===== src/irt_pkg.sv =====
// package: register map, field positions and filter widths of the ir timer
package irt_pkg;

  // register offsets on the 12-bit register port
  localparam logic [11:0] ADDR_SHORT_CTRL  = 12'hd00;
  localparam logic [11:0] ADDR_COMMON_CTRL = 12'hd01;
  localparam logic [11:0] ADDR_LONG_CTRL   = 12'hd02;
  localparam logic [11:0] ADDR_EXTRA_CTRL  = 12'hd03;
  localparam logic [11:0] ADDR_SHORT_LOW   = 12'hd04;
  localparam logic [11:0] ADDR_SHORT_HIGH  = 12'hd05;
  localparam logic [11:0] ADDR_LONG_LOW    = 12'hd06;
  localparam logic [11:0] ADDR_LONG_HIGH   = 12'hd07;
  localparam logic [11:0] ADDR_LCAP_LOW    = 12'hd08;
  localparam logic [11:0] ADDR_LCAP_HIGH   = 12'hd09;
  localparam logic [11:0] ADDR_SCAP_LOW    = 12'hd0a;
  localparam logic [11:0] ADDR_SCAP_HIGH   = 12'hd0b;

  // reset values
  localparam logic [7:0] RST_CTRL  = 8'h00;
  localparam logic [7:0] RST_EXTRA = 8'h00;
  localparam logic [7:0] RST_HOLD  = 8'h00;

  // short_timer_control fields
  localparam int SC_ENABLE     = 7;
  localparam int SC_SINGLE     = 6;
  localparam int SC_TIMEOUT    = 5;
  localparam int SC_TO_IRQ_EN  = 1;
  localparam int SC_OUT_EN     = 0;

  // timer_common_control fields
  localparam int CC_INPUT_SEL  = 6;
  localparam int CC_EDGE_HI    = 5;
  localparam int CC_EDGE_LO    = 4;
  localparam int CC_GLITCH_HI  = 3;
  localparam int CC_GLITCH_LO  = 2;
  localparam int CC_SHORT_INIT = 1;

  // edge select encodings
  localparam logic [1:0] EDGE_NONE    = 2'h0;
  localparam logic [1:0] EDGE_RISING  = 2'h1;
  localparam logic [1:0] EDGE_FALLING = 2'h2;
  localparam logic [1:0] EDGE_ANY     = 2'h3;

  // glitch filter widths in clock cycles, per width code
  localparam logic [3:0] GLITCH_W0 = 4'h0;
  localparam logic [3:0] GLITCH_W1 = 4'h2;
  localparam logic [3:0] GLITCH_W2 = 4'h4;
  localparam logic [3:0] GLITCH_W3 = 4'h8;

  // counter values
  localparam logic [7:0] CNT_TERMINAL = 8'h01;

  // short timer state
  typedef enum logic [0:0] {
    IRT_IDLE = 1'b0,
    IRT_RUN  = 1'b1
  } irt_state_t;

endpackage : irt_pkg


===== src/irt_timer.sv =====
// irt_timer: ir timer input circuit, short timer transmit and register file
`timescale 1ns/1ps
`default_nettype none

// Functional notes
// - input source from port3 mode bits and input-select bit.
// - edge pulse on rising, falling or any edge by edge-select field.
// - glitches shorter than selected filter width removed before edges.
// - both timers share the single selected, filtered input.
// - disabled short timer output is inverse of initial-level bit.
// - on enable, output takes initial level; load low or high hold.
// - single-pass counts to zero, stops, toggles, sets time-out, interrupts.
// - repeating mode first terminal count toggles only, reloads by level.
// - second terminal count toggles, sets time-out, interrupts, repeats.
// - hold writes always accepted, used only at next load.
// - initial count zero wraps to FFh and keeps counting down.
// - wrap from zero to FFh is no time-out.
// - short timer output drives port3 pin4 when output enable set.
module irt_timer #(
  parameter int GLITCH_CNT_W = 4
) (
  // clock and reset
  input  wire logic        mclk,
  input  wire logic        reset,
  // register port
  input  wire logic [11:0] reg_addr,
  input  wire logic [7:0]  reg_wdata,
  input  wire logic        reg_write,
  input  wire logic        reg_read,
  output logic      [7:0]  reg_rdata,
  // interrupt
  output logic             irq,
  // input sources
  input  wire logic        port3_pin1_input,
  input  wire logic        comparator_output,
  input  wire logic        ir_amp_output,
  input  wire logic        port2_pin0_input,
  input  wire logic [1:0]  port3_mode,
  // filtered input and edge pulse for demodulation
  output logic             input_level,
  output logic             input_edge_pulse,
  // timer output pin
  output logic             short_timer_output,
  output logic             port3_pin4_output,
  output logic             port3_pin4_oe_n
);

  // register storage
  logic [7:0] short_ctrl_reg;
  logic [7:0] short_ctrl_next;
  logic [7:0] common_ctrl_reg;
  logic [7:0] long_ctrl_reg;
  logic [7:0] extra_ctrl_reg;
  logic [7:0] short_low_reg;
  logic [7:0] short_high_reg;
  logic [7:0] long_low_reg;
  logic [7:0] long_high_reg;
  logic [7:0] rdata_reg;
  logic [7:0] rdata_next;

  // input circuit state
  logic       sync1_reg;
  logic       sync2_reg;
  logic       sync3_reg;
  logic       stable_reg;
  logic       filt_reg;
  logic       filt_next;
  logic       filt_d_reg;
  logic [GLITCH_CNT_W-1:0] glitch_cnt_reg;
  logic [GLITCH_CNT_W-1:0] glitch_cnt_next;

  // short timer state
  irt_pkg::irt_state_t state_reg;
  irt_pkg::irt_state_t state_next;
  logic [7:0] count_reg;
  logic [7:0] count_next;
  logic       out_reg;
  logic       out_next;
  logic       second_reg;
  logic       second_next;
  logic       timeout_set;
  logic       stop_hw;

  // decoded strobes
  wire wr_short_ctrl  = reg_write && reg_addr == irt_pkg::ADDR_SHORT_CTRL;
  wire wr_common_ctrl = reg_write && reg_addr == irt_pkg::ADDR_COMMON_CTRL;
  wire wr_long_ctrl   = reg_write && reg_addr == irt_pkg::ADDR_LONG_CTRL;
  wire wr_extra_ctrl  = reg_write && reg_addr == irt_pkg::ADDR_EXTRA_CTRL;
  wire wr_short_low   = reg_write && reg_addr == irt_pkg::ADDR_SHORT_LOW;
  wire wr_short_high  = reg_write && reg_addr == irt_pkg::ADDR_SHORT_HIGH;
  wire wr_long_low    = reg_write && reg_addr == irt_pkg::ADDR_LONG_LOW;
  wire wr_long_high   = reg_write && reg_addr == irt_pkg::ADDR_LONG_HIGH;
  wire rd_short_ctrl  = reg_read && reg_addr == irt_pkg::ADDR_SHORT_CTRL;

  // named control fields
  wire       enable_bit  = short_ctrl_reg[irt_pkg::SC_ENABLE];
  wire       single_pass = short_ctrl_reg[irt_pkg::SC_SINGLE];
  wire       init_level  = common_ctrl_reg[irt_pkg::CC_SHORT_INIT];
  wire       input_sel   = common_ctrl_reg[irt_pkg::CC_INPUT_SEL];
  wire [1:0] edge_sel    = common_ctrl_reg[irt_pkg::CC_EDGE_HI:
                                           irt_pkg::CC_EDGE_LO];
  wire [1:0] glitch_sel  = common_ctrl_reg[irt_pkg::CC_GLITCH_HI:
                                           irt_pkg::CC_GLITCH_LO];

  // hold register picked by an output level
  function automatic logic [7:0] hold_for(input logic level,
                                          input logic [7:0] low,
                                          input logic [7:0] high);
    hold_for = level ? high : low;
  endfunction : hold_for

  // filter width for a width code
  function automatic logic [3:0] glitch_width(input logic [1:0] code);
    case (code)
      2'h0:    glitch_width = irt_pkg::GLITCH_W0;
      2'h1:    glitch_width = irt_pkg::GLITCH_W1;
      2'h2:    glitch_width = irt_pkg::GLITCH_W2;
      default: glitch_width = irt_pkg::GLITCH_W3;
    endcase
  endfunction : glitch_width

  // ---------------------------------------------------------------
  // input circuit
  // ---------------------------------------------------------------

  // source mux ahead of the synchroniser; all sources are asynchronous
  wire port3_src = port3_mode[1] ? ir_amp_output :
                   (port3_mode[0] ? comparator_output
                                  : port3_pin1_input);
  wire raw_input = input_sel ? port2_pin0_input : port3_src;

  // three-stage synchroniser; sync1 feeds sync2 only
  always_ff @(posedge mclk) begin
    if (reset) begin
      sync1_reg <= 1'b0;
      sync2_reg <= 1'b0;
      sync3_reg <= 1'b0;
    end else begin
      sync1_reg <= raw_input;
      sync2_reg <= sync1_reg;
      sync3_reg <= sync2_reg;
    end
  end

  // a change counts only once stages two and three agree
  always_ff @(posedge mclk) begin
    if (reset) begin
      stable_reg <= 1'b0;
    end else if (sync2_reg == sync3_reg) begin
      stable_reg <= sync3_reg;
    end
  end

  // glitch filter: a new level must persist the full width to pass
  wire glitch_diff = stable_reg != filt_reg;
  wire glitch_done = GLITCH_CNT_W'(glitch_width(glitch_sel))
                     <= glitch_cnt_reg;

  always_comb begin
    filt_next       = filt_reg;
    glitch_cnt_next = '0;
    if (glitch_diff) begin
      if (glitch_done) begin
        filt_next = stable_reg;
      end else begin
        glitch_cnt_next = glitch_cnt_reg + 1'b1;
      end
    end
  end

  always_ff @(posedge mclk) begin
    if (reset) begin
      filt_reg       <= 1'b0;
      filt_d_reg     <= 1'b0;
      glitch_cnt_reg <= '0;
    end else begin
      filt_reg       <= filt_next;
      filt_d_reg     <= filt_reg;
      glitch_cnt_reg <= glitch_cnt_next;
    end
  end

  // edge detection on the filtered level, shared by both timers
  wire rise_seen = filt_reg && !filt_d_reg;
  wire fall_seen = !filt_reg && filt_d_reg;
  assign input_level      = filt_reg;
  assign input_edge_pulse =
      (edge_sel == irt_pkg::EDGE_RISING  && rise_seen) ||
      (edge_sel == irt_pkg::EDGE_FALLING && fall_seen) ||
      (edge_sel == irt_pkg::EDGE_ANY && (rise_seen || fall_seen));

  // ---------------------------------------------------------------
  // short timer, transmit modes
  // ---------------------------------------------------------------

  // terminal count is the step from one to zero; zero itself wraps
  wire at_terminal = count_reg == irt_pkg::CNT_TERMINAL;

  always_comb begin
    state_next  = state_reg;
    count_next  = count_reg;
    out_next    = out_reg;
    second_next = second_reg;
    timeout_set = 1'b0;
    stop_hw     = 1'b0;
    case (state_reg)
      irt_pkg::IRT_IDLE: begin
        out_next = !init_level;
        if (enable_bit) begin
          state_next  = irt_pkg::IRT_RUN;
          out_next    = init_level;
          count_next  = hold_for(init_level, short_low_reg,
                                 short_high_reg);
          second_next = 1'b0;
        end
      end
      irt_pkg::IRT_RUN: begin
        if (!enable_bit) begin
          state_next = irt_pkg::IRT_IDLE;
          out_next   = !init_level;
        end else if (at_terminal) begin
          out_next = !out_reg;
          if (single_pass) begin
            count_next  = 8'h00;
            timeout_set = 1'b1;
            stop_hw     = 1'b1;
            state_next  = irt_pkg::IRT_IDLE;
          end else begin
            // reload picks the hold by the level just toggled to
            count_next  = hold_for(!out_reg, short_low_reg,
                                   short_high_reg);
            second_next = !second_reg;
            timeout_set = second_reg;
          end
        end else begin
          count_next = count_reg - 8'h01;
        end
      end
      default: begin
        state_next = irt_pkg::IRT_IDLE;
        out_next   = !init_level;
      end
    endcase
  end

  // timer state steps on every clock
  always_ff @(posedge mclk) begin
    if (reset) begin
      state_reg  <= irt_pkg::IRT_IDLE;
      count_reg  <= 8'h00;
      out_reg    <= 1'b1;
      second_reg <= 1'b0;
    end else begin
      state_reg  <= state_next;
      count_reg  <= count_next;
      out_reg    <= out_next;
      second_reg <= second_next;
    end
  end

  assign short_timer_output = out_reg;
  assign port3_pin4_output  = out_reg;
  assign port3_pin4_oe_n    = !short_ctrl_reg[irt_pkg::SC_OUT_EN];

  // ---------------------------------------------------------------
  // register file
  // ---------------------------------------------------------------

  // control register: software write, read clear, then hardware wins
  always_comb begin
    short_ctrl_next = short_ctrl_reg;
    if (wr_short_ctrl) begin
      short_ctrl_next = reg_wdata;
      // status is not writable; keep the held value
      short_ctrl_next[irt_pkg::SC_TIMEOUT] =
          short_ctrl_reg[irt_pkg::SC_TIMEOUT];
    end
    if (rd_short_ctrl) begin
      short_ctrl_next[irt_pkg::SC_TIMEOUT] = 1'b0;
    end
    if (stop_hw) begin
      short_ctrl_next[irt_pkg::SC_ENABLE] = 1'b0;
    end
    if (timeout_set) begin
      // set beats a same-cycle clearing read
      short_ctrl_next[irt_pkg::SC_TIMEOUT] = 1'b1;
    end
  end

  // control registers
  always_ff @(posedge mclk) begin
    if (reset) begin
      short_ctrl_reg  <= irt_pkg::RST_CTRL;
      common_ctrl_reg <= irt_pkg::RST_CTRL;
      long_ctrl_reg   <= irt_pkg::RST_CTRL;
      extra_ctrl_reg  <= irt_pkg::RST_EXTRA;
    end else begin
      short_ctrl_reg <= short_ctrl_next;
      if (wr_common_ctrl) common_ctrl_reg <= reg_wdata;
      if (wr_long_ctrl)   long_ctrl_reg   <= reg_wdata;
      if (wr_extra_ctrl)  extra_ctrl_reg  <= reg_wdata;
    end
  end

  // holds take writes any time; counter sees them only at a load
  always_ff @(posedge mclk) begin
    if (reset) begin
      short_low_reg  <= irt_pkg::RST_HOLD;
      short_high_reg <= irt_pkg::RST_HOLD;
      long_low_reg   <= irt_pkg::RST_HOLD;
      long_high_reg  <= irt_pkg::RST_HOLD;
    end else begin
      if (wr_short_low)  short_low_reg  <= reg_wdata;
      if (wr_short_high) short_high_reg <= reg_wdata;
      if (wr_long_low)   long_low_reg   <= reg_wdata;
      if (wr_long_high)  long_high_reg  <= reg_wdata;
    end
  end

  // read mux; capture registers read zero since demodulation is absent
  always_comb begin
    rdata_next = rdata_reg;
    if (reg_read) begin
      case (reg_addr)
        irt_pkg::ADDR_SHORT_CTRL:  rdata_next = short_ctrl_reg;
        irt_pkg::ADDR_COMMON_CTRL: rdata_next = common_ctrl_reg;
        irt_pkg::ADDR_LONG_CTRL:   rdata_next = long_ctrl_reg;
        irt_pkg::ADDR_EXTRA_CTRL:  rdata_next = extra_ctrl_reg;
        irt_pkg::ADDR_SHORT_LOW:   rdata_next = short_low_reg;
        irt_pkg::ADDR_SHORT_HIGH:  rdata_next = short_high_reg;
        irt_pkg::ADDR_LONG_LOW:    rdata_next = long_low_reg;
        irt_pkg::ADDR_LONG_HIGH:   rdata_next = long_high_reg;
        default:                   rdata_next = 8'h00;
      endcase
    end
  end

  always_ff @(posedge mclk) begin
    if (reset) begin
      rdata_reg <= 8'h00;
    end else begin
      rdata_reg <= rdata_next;
    end
  end

  assign reg_rdata = rdata_reg;

  // level interrupt from status gated by its enable
  assign irq = short_ctrl_reg[irt_pkg::SC_TIMEOUT] &&
               short_ctrl_reg[irt_pkg::SC_TO_IRQ_EN];

endmodule : irt_timer

`default_nettype wire


===== config.mk =====
export PLATFORM = sky130hd
export DESIGN_NAME = irt_timer
export DESIGN_NICKNAME = d
export VERILOG_FILES = /design/src/irt_pkg.sv /design/src/irt_timer.sv
export SDC_FILE = /design/constraint.sdc
export NUM_CORES = 1
export LEC_CHECK = 0
export BUFFER_PORTS_ARGS = -buffer_cell sky130_fd_sc_hd__buf_2
export CELL_PAD_IN_SITES_DETAIL_PLACEMENT = 1
export CELL_PAD_IN_SITES_GLOBAL_PLACEMENT = 2
export CORE_UTILIZATION = 41
export DETAILED_ROUTE_END_ITERATION = 10
export GPL_ROUTABILITY_DRIVEN = 0
export PLACE_DENSITY = 0.84
export SYNTH_ARGS = -nofsm -noshare
export SYNTH_HDL_FRONTEND = slang
export SYNTH_SLANG_ARGS = --single-unit

===== constraint.sdc =====
create_clock -name mclk -period 3.8 [get_ports mclk]
set_clock_uncertainty 0.2 [all_clocks]
set_input_delay 0.76 -clock mclk [delete_from_list [all_inputs] [get_ports mclk]]
set_output_delay 0.76 -clock mclk [all_outputs]
set_load 0.01 [all_outputs]

==> results.toml, run 1 <==
[run_status]
status = "finished, final reports clean"

[routing]
drtIter0Drc = 197
dr.pass1.iters = 4
avgRoutedWirePerCell_um = 19.0
drc = 0
detail-route-antenna-nets = 0
vias = 3721
wirelength_um = 12400
vias_per_cell = 5.67

[global_route]
grt_use_total_pct = 22.4
grtUsageMet2_pct = 37.8
grt_pass1_wl_um = 20300
antenna_found_initial = 0
top_usage_layer = "met2"
grt_use_met1_pct = 29.7
grt_pass1_vias = 3911
grt-ovfl-total = 0
grt_util_met3_pct = 3.20
grt_max_degree = 84

[worst_setup_path]
cpMostUsedCell = "or4_1"
cp-start-kind = "input pin"
crit_required_ns = 3.80
crit_chain = "buf_2 -> or4_1 -> or4_1 -> mux2i_1 -> nor2_1"
reg2regPathDepth = 4
critical-path-max-stage-delay_ns = 0.85
path_max_fanout = 12
cp-end-kind = "register"
slowest_stage = "or4_1"
crit_arrival_ns = 2.91
criticalPathCategory = "input pin to register"

[clock_tree]
clkLatencyLatePin_ns = 0.34
cts_setup_buffers = 0
hold_buffers = 0
clockBufferDepth = 2
path_clk_slew_ns = 0.07
cts_max_level = 3
tritoncts = "done"
cts_num_sinks = 93
ctsResizeCount = 0
cts-buffers-inserted = 9
clockRootBuffer = "clkbuf_16"

[synth]
synth_edf_count = 0
netlist_area_um2 = 4750
async_flop_share_pct = 0
synth-warning-count = 0
synthCells = 488
yosysSeqAreaShare_pct = 39.2
ys_ff_latch = 93
synth_ff_type = "dfxtp_1"
synth_fp_nets = 526
ys_types = 55
syn_area_per_cell_um2 = 9.73

[sta]
max_freq_mhz = 344
slew_headroom_pct = 40.0
period_minus_slack_ns = 2.91
hold_viol = 0
finalSetupViolations = 0
hold_ws_ns = 0.256
setup_ws_ns = 0.890
slew_violations = 0
worst_pin_slew_ns = 0.901
post-route-period-util_pct = 76.6
final.setup.tns_ns = 0
rsz0062_at_grt = "false"

[floorplanning]
start_util_pct = 42.9
num_rows = 38
design.die.area_um2 = 12000
dieWidth_um = 110
die_h_um = 110
floorplan.core_area_um2 = 11100
io_pins = 44

[pwr]
max-vdd-ir-drop_uv = 174
pwr_density_cell_nw_per_um2 = 383
leakagePower_nw = 2.11

[placement]
portBuffers = 43
placedCellCount = 640
dp_slack_ns = 0.567
dpl.hpwl_um = 8820

[min_path]
hp-class = "register to register"
hold_depth = 2

[finish]
nets = 549
fillers = 1259
drive_gt1_share_pct = 18.8
final_core_util_pct = 48.3
antenna_cells = 0
synthToLayoutAreaGrowth_pct = 12.8
stdcell_count = 656

[flow_run]
drv_cap = 0
## cell usage after synthesis (all sizes together), types with 3 or more instances
| cell type | number | area share (%) |
|---|---|---|
| nand3 | 5 | 0.53 |
| nand2b | 5 | 0.66 |
| clkbuf | 30 | 2.4 |
| or4 | 5 | 0.87 |
| nand4b | 6 | 1.1 |
| mux2i | 93 | 20 |
| a211oi | 4 | 0.63 |
| mux2 | 7 | 1.7 |
| or3 | 5 | 0.76 |
| a311oi | 4 | 0.87 |
| inv | 14 | 1.1 |
| dfxtp | 93 | 39 |
| nor3 | 5 | 0.53 |
| xor2 | 3 | 0.55 |
| nand2 | 15 | 1.2 |
| or4b | 3 | 0.63 |
| nor4 | 7 | 2.5 |
| buf | 10 | 1.2 |
| o21ai | 14 | 1.5 |
| ha | 8 | 2.1 |
| nor2 | 84 | 6.6 |
| nor2b | 8 | 1.1 |
| mux4 | 10 | 4.7 |
| o211ai | 5 | 0.79 |
| xnor2 | 4 | 0.74 |
| a21oi | 9 | 0.95 |
## power breakdown
group	internal [W]	switching (W)	leakage (nW)	total, W
sequential	0.000976	0.000000777	0.749	0.000976
combinational	0.0000291	0.0000604	1.20	0.0000895
clock	0.000582	0.000401	0.161	0.000983
## per-stage QoR
step,cell area (µm²),total power (W)
global route,5360,0.00213
CTS,5360,0.00207
floorplan,4750,0.00106
detailed placement,5030,0.00109
global placement,5030,0.00109
finish,5360,0.00205
## final timing paths
check / from / endpoint / slack (ns)
max: reg_addr[5] / long_high_reg[4] / 0.89
min: reg_rdata[3] / reg_rdata[3] / 0.26
max reg2reg: count_reg[2] / count_reg[0] / 1.41
min reg2reg: reg_rdata[3] / reg_rdata[3] / 0.26
## critical path: cells and delay by family
family | cells | cell delay, ns
simple gates | 3 | 1.74
mux | 1 | 0.31
buf+inv | 1 | 0.09
## layout by cell type (no fill, tap or decap), drive strengths merged, types with 6 or more instances in the layout
cell type / n
inv: 17
nor4: 7
dfxtp: 93
nor2: 84
nand4b: 6
a21oi: 9
o21ai: 14
clkbuf: 9
mux4: 10
nand2: 15
mux2: 7
nor2b: 8
ha: 8
buf: 52
mux2i: 93
## area by class of cell
cell class	count	area, µm²	area share, %
Multi-Input combinational cell	341	2660	49.7
Clock inverter	7	96.3	1.80
Sequential cell	93	1860	34.8
Tap cell	140	175	3.27
Timing Repair Buffer	52	283	5.28
Clock buffer	9	225	4.21
Inverter	14	52.6	0.981
## cells by family after synthesis
group,count (synthesis),synth area share [%]
buffers and inverters,54,4.72
AO/OA/AOI/OAI,56,8.09
AND/OR/NAND/NOR,160,18.6
flip-flops,93,39.2
multiplexers,110,26.0
adder cells (fa/ha/maj),8,2.11
XOR/XNOR,7,1.29
## routing by layer
layer | vias to the layer above | routed length, µm | share of wire (%)
met4 | 0 | 185 | 1.5
li1 | 1791 | - | -
met3 | 14 | 395 | 3.2
met1 | 1838 | 5950 | 48
met5 | - | 0 | 0
met2 | 78 | 5910 | 47
Power figures use the tool's default switching activity.
==> inputs of run 2 (changes only) <==
--- a/config.mk
+++ b/config.mk
@@ -8,10 +8,10 @@
 export BUFFER_PORTS_ARGS = -buffer_cell sky130_fd_sc_hd__buf_2
 export CELL_PAD_IN_SITES_DETAIL_PLACEMENT = 1
 export CELL_PAD_IN_SITES_GLOBAL_PLACEMENT = 2
-export CORE_UTILIZATION = 41
+export CORE_UTILIZATION = 38
 export DETAILED_ROUTE_END_ITERATION = 10
 export GPL_ROUTABILITY_DRIVEN = 0
-export PLACE_DENSITY = 0.84
+export PLACE_DENSITY = 0.79
 export SYNTH_ARGS = -nofsm -noshare
 export SYNTH_HDL_FRONTEND = slang
 export SYNTH_SLANG_ARGS = --single-unit
==> constraint.sdc (replaced) <==
create_clock -name mclk -period 3 [get_ports mclk]
set_clock_uncertainty 0.2 [all_clocks]
set_input_delay 0.6 -clock mclk [delete_from_list [all_inputs] [get_ports mclk]]
set_output_delay 0.6 -clock mclk [all_outputs]
set_load 0.01 [all_outputs]
==> run 2 against run 1 <==
Effect of this change:
- clock power up 6%
- flip-flop and latch count did not move
- non-clock buffer count up 4
- highest routed layer unchanged
- sequential share of layout area about the same
- hold slack better by 0.0041 ns
- setup slack worse by 0.30 ns
- register-to-register slack lost 0.78 ns
- die area is 7.8% higher
- via count down 0.30%
- utilization fell by 4.1 points
- first-iteration DRC count shrank 1.0%
- final area is essentially flat
==> results.toml, run 2 (synthesized netlist as in run 1, its figures left out) <==
[placement]
placedCellCount = 672
dpl.hpwl_um = 8920
portBuffers = 43
dp_slack_ns = 0.244

[worst_setup_path]
cp-start-kind = "input pin"
reg2regPathDepth = 4
r2r_slack_ns = 0.63
critical-path-max-stage-delay_ns = 0.80
crit_chain = "buf_2 -> or4_1 -> or4_1 -> mux2i_1 -> nor2_1"
crit_family = "simple AND/OR/NAND/NOR gates"
cpMostUsedCell = "or4_1"
r2r_start = "count_reg[2]"
cp-end-kind = "register"
crit_required_ns = 3.01
crit-reg2reg-capture = "count_reg[0]"
slowest_stage = "or4_1"
path_buf_inv = 1
criticalPathCategory = "input pin to register"
crit_arrival_ns = 2.42
crit_start = "reg_addr[5]"
path_max_fanout = 8

[clock_tree]
cts_max_level = 3
clockRootBuffer = "clkbuf_16"
cts_num_sinks = 93
hold_buffers = 0
path_clk_slew_ns = 0.06
clkLatencyLatePin_ns = 0.35
cts-buffers-inserted = 9
clockBufferDepth = 2
tritoncts = "done"
ctsResizeCount = 0
cts_setup_buffers = 0

[global_route]
grtUsageMet2_pct = 33.8
grt_use_total_pct = 20.8
antenna_found_initial = 0
grt_pass1_vias = 3762
grt-ovfl-total = 0
grt_util_met3_pct = 3.61
top_usage_layer = "met2"
grt_use_met1_pct = 28.2
grt_max_degree = 59
grt_pass1_wl_um = 20500

[floorplanning]
start_util_pct = 39.2
floorplan.core_area_um2 = 12100
num_rows = 40
dieWidth_um = 114
io_pins = 44
design.die.area_um2 = 12900
die_h_um = 114

[routing]
vias = 3710
drc = 0
drtIter0Drc = 195
detail-route-antenna-nets = 0
wirelength_um = 12600
dr.pass1.iters = 4
avgRoutedWirePerCell_um = 18.3
vias_per_cell = 5.40

[min_path]
hp-start = "reg_rdata[1]"
hold_depth = 2
min_to = "reg_rdata[1]"
hp-class = "register to register"

[sta]
rsz0062_at_grt = "false"
worst_pin_slew_ns = 0.684
final.setup.tns_ns = 0
max_freq_mhz = 416
slew_headroom_pct = 54.0
finalSetupViolations = 0
slew_violations = 0
setup_ws_ns = 0.595
post-route-period-util_pct = 80.2
period_minus_slack_ns = 2.40
hold_viol = 0

[run_status]
status = "finished, final reports clean"

[pwr]
pwr_density_cell_nw_per_um2 = 447
max-vdd-ir-drop_uv = 237
leakagePower_nw = 2.10

[finish]
final_core_util_pct = 44.2
antenna_cells = 0
stdcell_count = 687
final_cell_mix = "mux2i_1, dfxtp_1, nor2_1"
drive_gt1_share_pct = 18.9
nets = 553
synthToLayoutAreaGrowth_pct = 12.9
fillers = 1427

[flow_run]
drv_cap = 0
-- run 2: changes by cell type in the layout (fill, tap and decap cells not counted) --
cell	before	now
buf_4	9	13
clkinvlp_4	0	1
inv_6	3	0
clkbuf_1	0	2
clkinv_4	0	1
bufinv_16	2	0
-- run 2: power breakdown --
part,leakage (nW),switching (W),internal (W)
logic,1.22,0.0000772,0.0000390
clock network,0.125,0.000482,0.000556
registers,0.749,0.00000139,0.00124
total,2.10,0.000561,0.00183
-- run 2: cell type report --
class	instances	area, µm²	area share (%)
inverters	14	52.6	0.981
clock inverters	4	26.3	0.490
clock buffers	11	233	4.34
flip-flops and latches	93	1860	34.8
multi-input cells	341	2660	49.7
well taps	168	210	3.92
repair buffers	56	313	5.84
-- run 2: layer usage --
layer / share of wire (%) / up-vias
li1: - / 1793
met1: 48 / 1818
met2: 47 / 83
met3: 4.0 / 16
met4: 1.5 / 0
met5: 0 / -
-- run 2: through the flow --
step	hold WS [ns]	cell area, µm²	total power [W]
2_1_floorplan	0.214	4750	0.00134
3_3_place_gp	0.236	5100	0.00138
3_5_place_dp	0.252	5100	0.00138
4_1_cts	0.267	5360	0.00242
5_1_grt	0.280	5360	0.00248
6_report	0.260	5360	0.00239
-- run 2: worst max-delay path by stage --
stage                        endpoint  slack (ns)  cells past startpoint
finish               long_high_reg[6]        0.60                      5
global route        short_ctrl_reg[7]        0.50                      5
CTS                  long_high_reg[6]        0.60                      5
detailed placement   long_high_reg[6]        0.24                      5
global placement    short_ctrl_reg[7]        0.27                      5
floorplan            long_high_reg[0]        0.37                      6
-- run 2: worst min-delay path: stages, from the launching register on --
cell and delay (ns):
dfxtp_1 0.32, nand2_1 0.04, o21ai_0 0.06
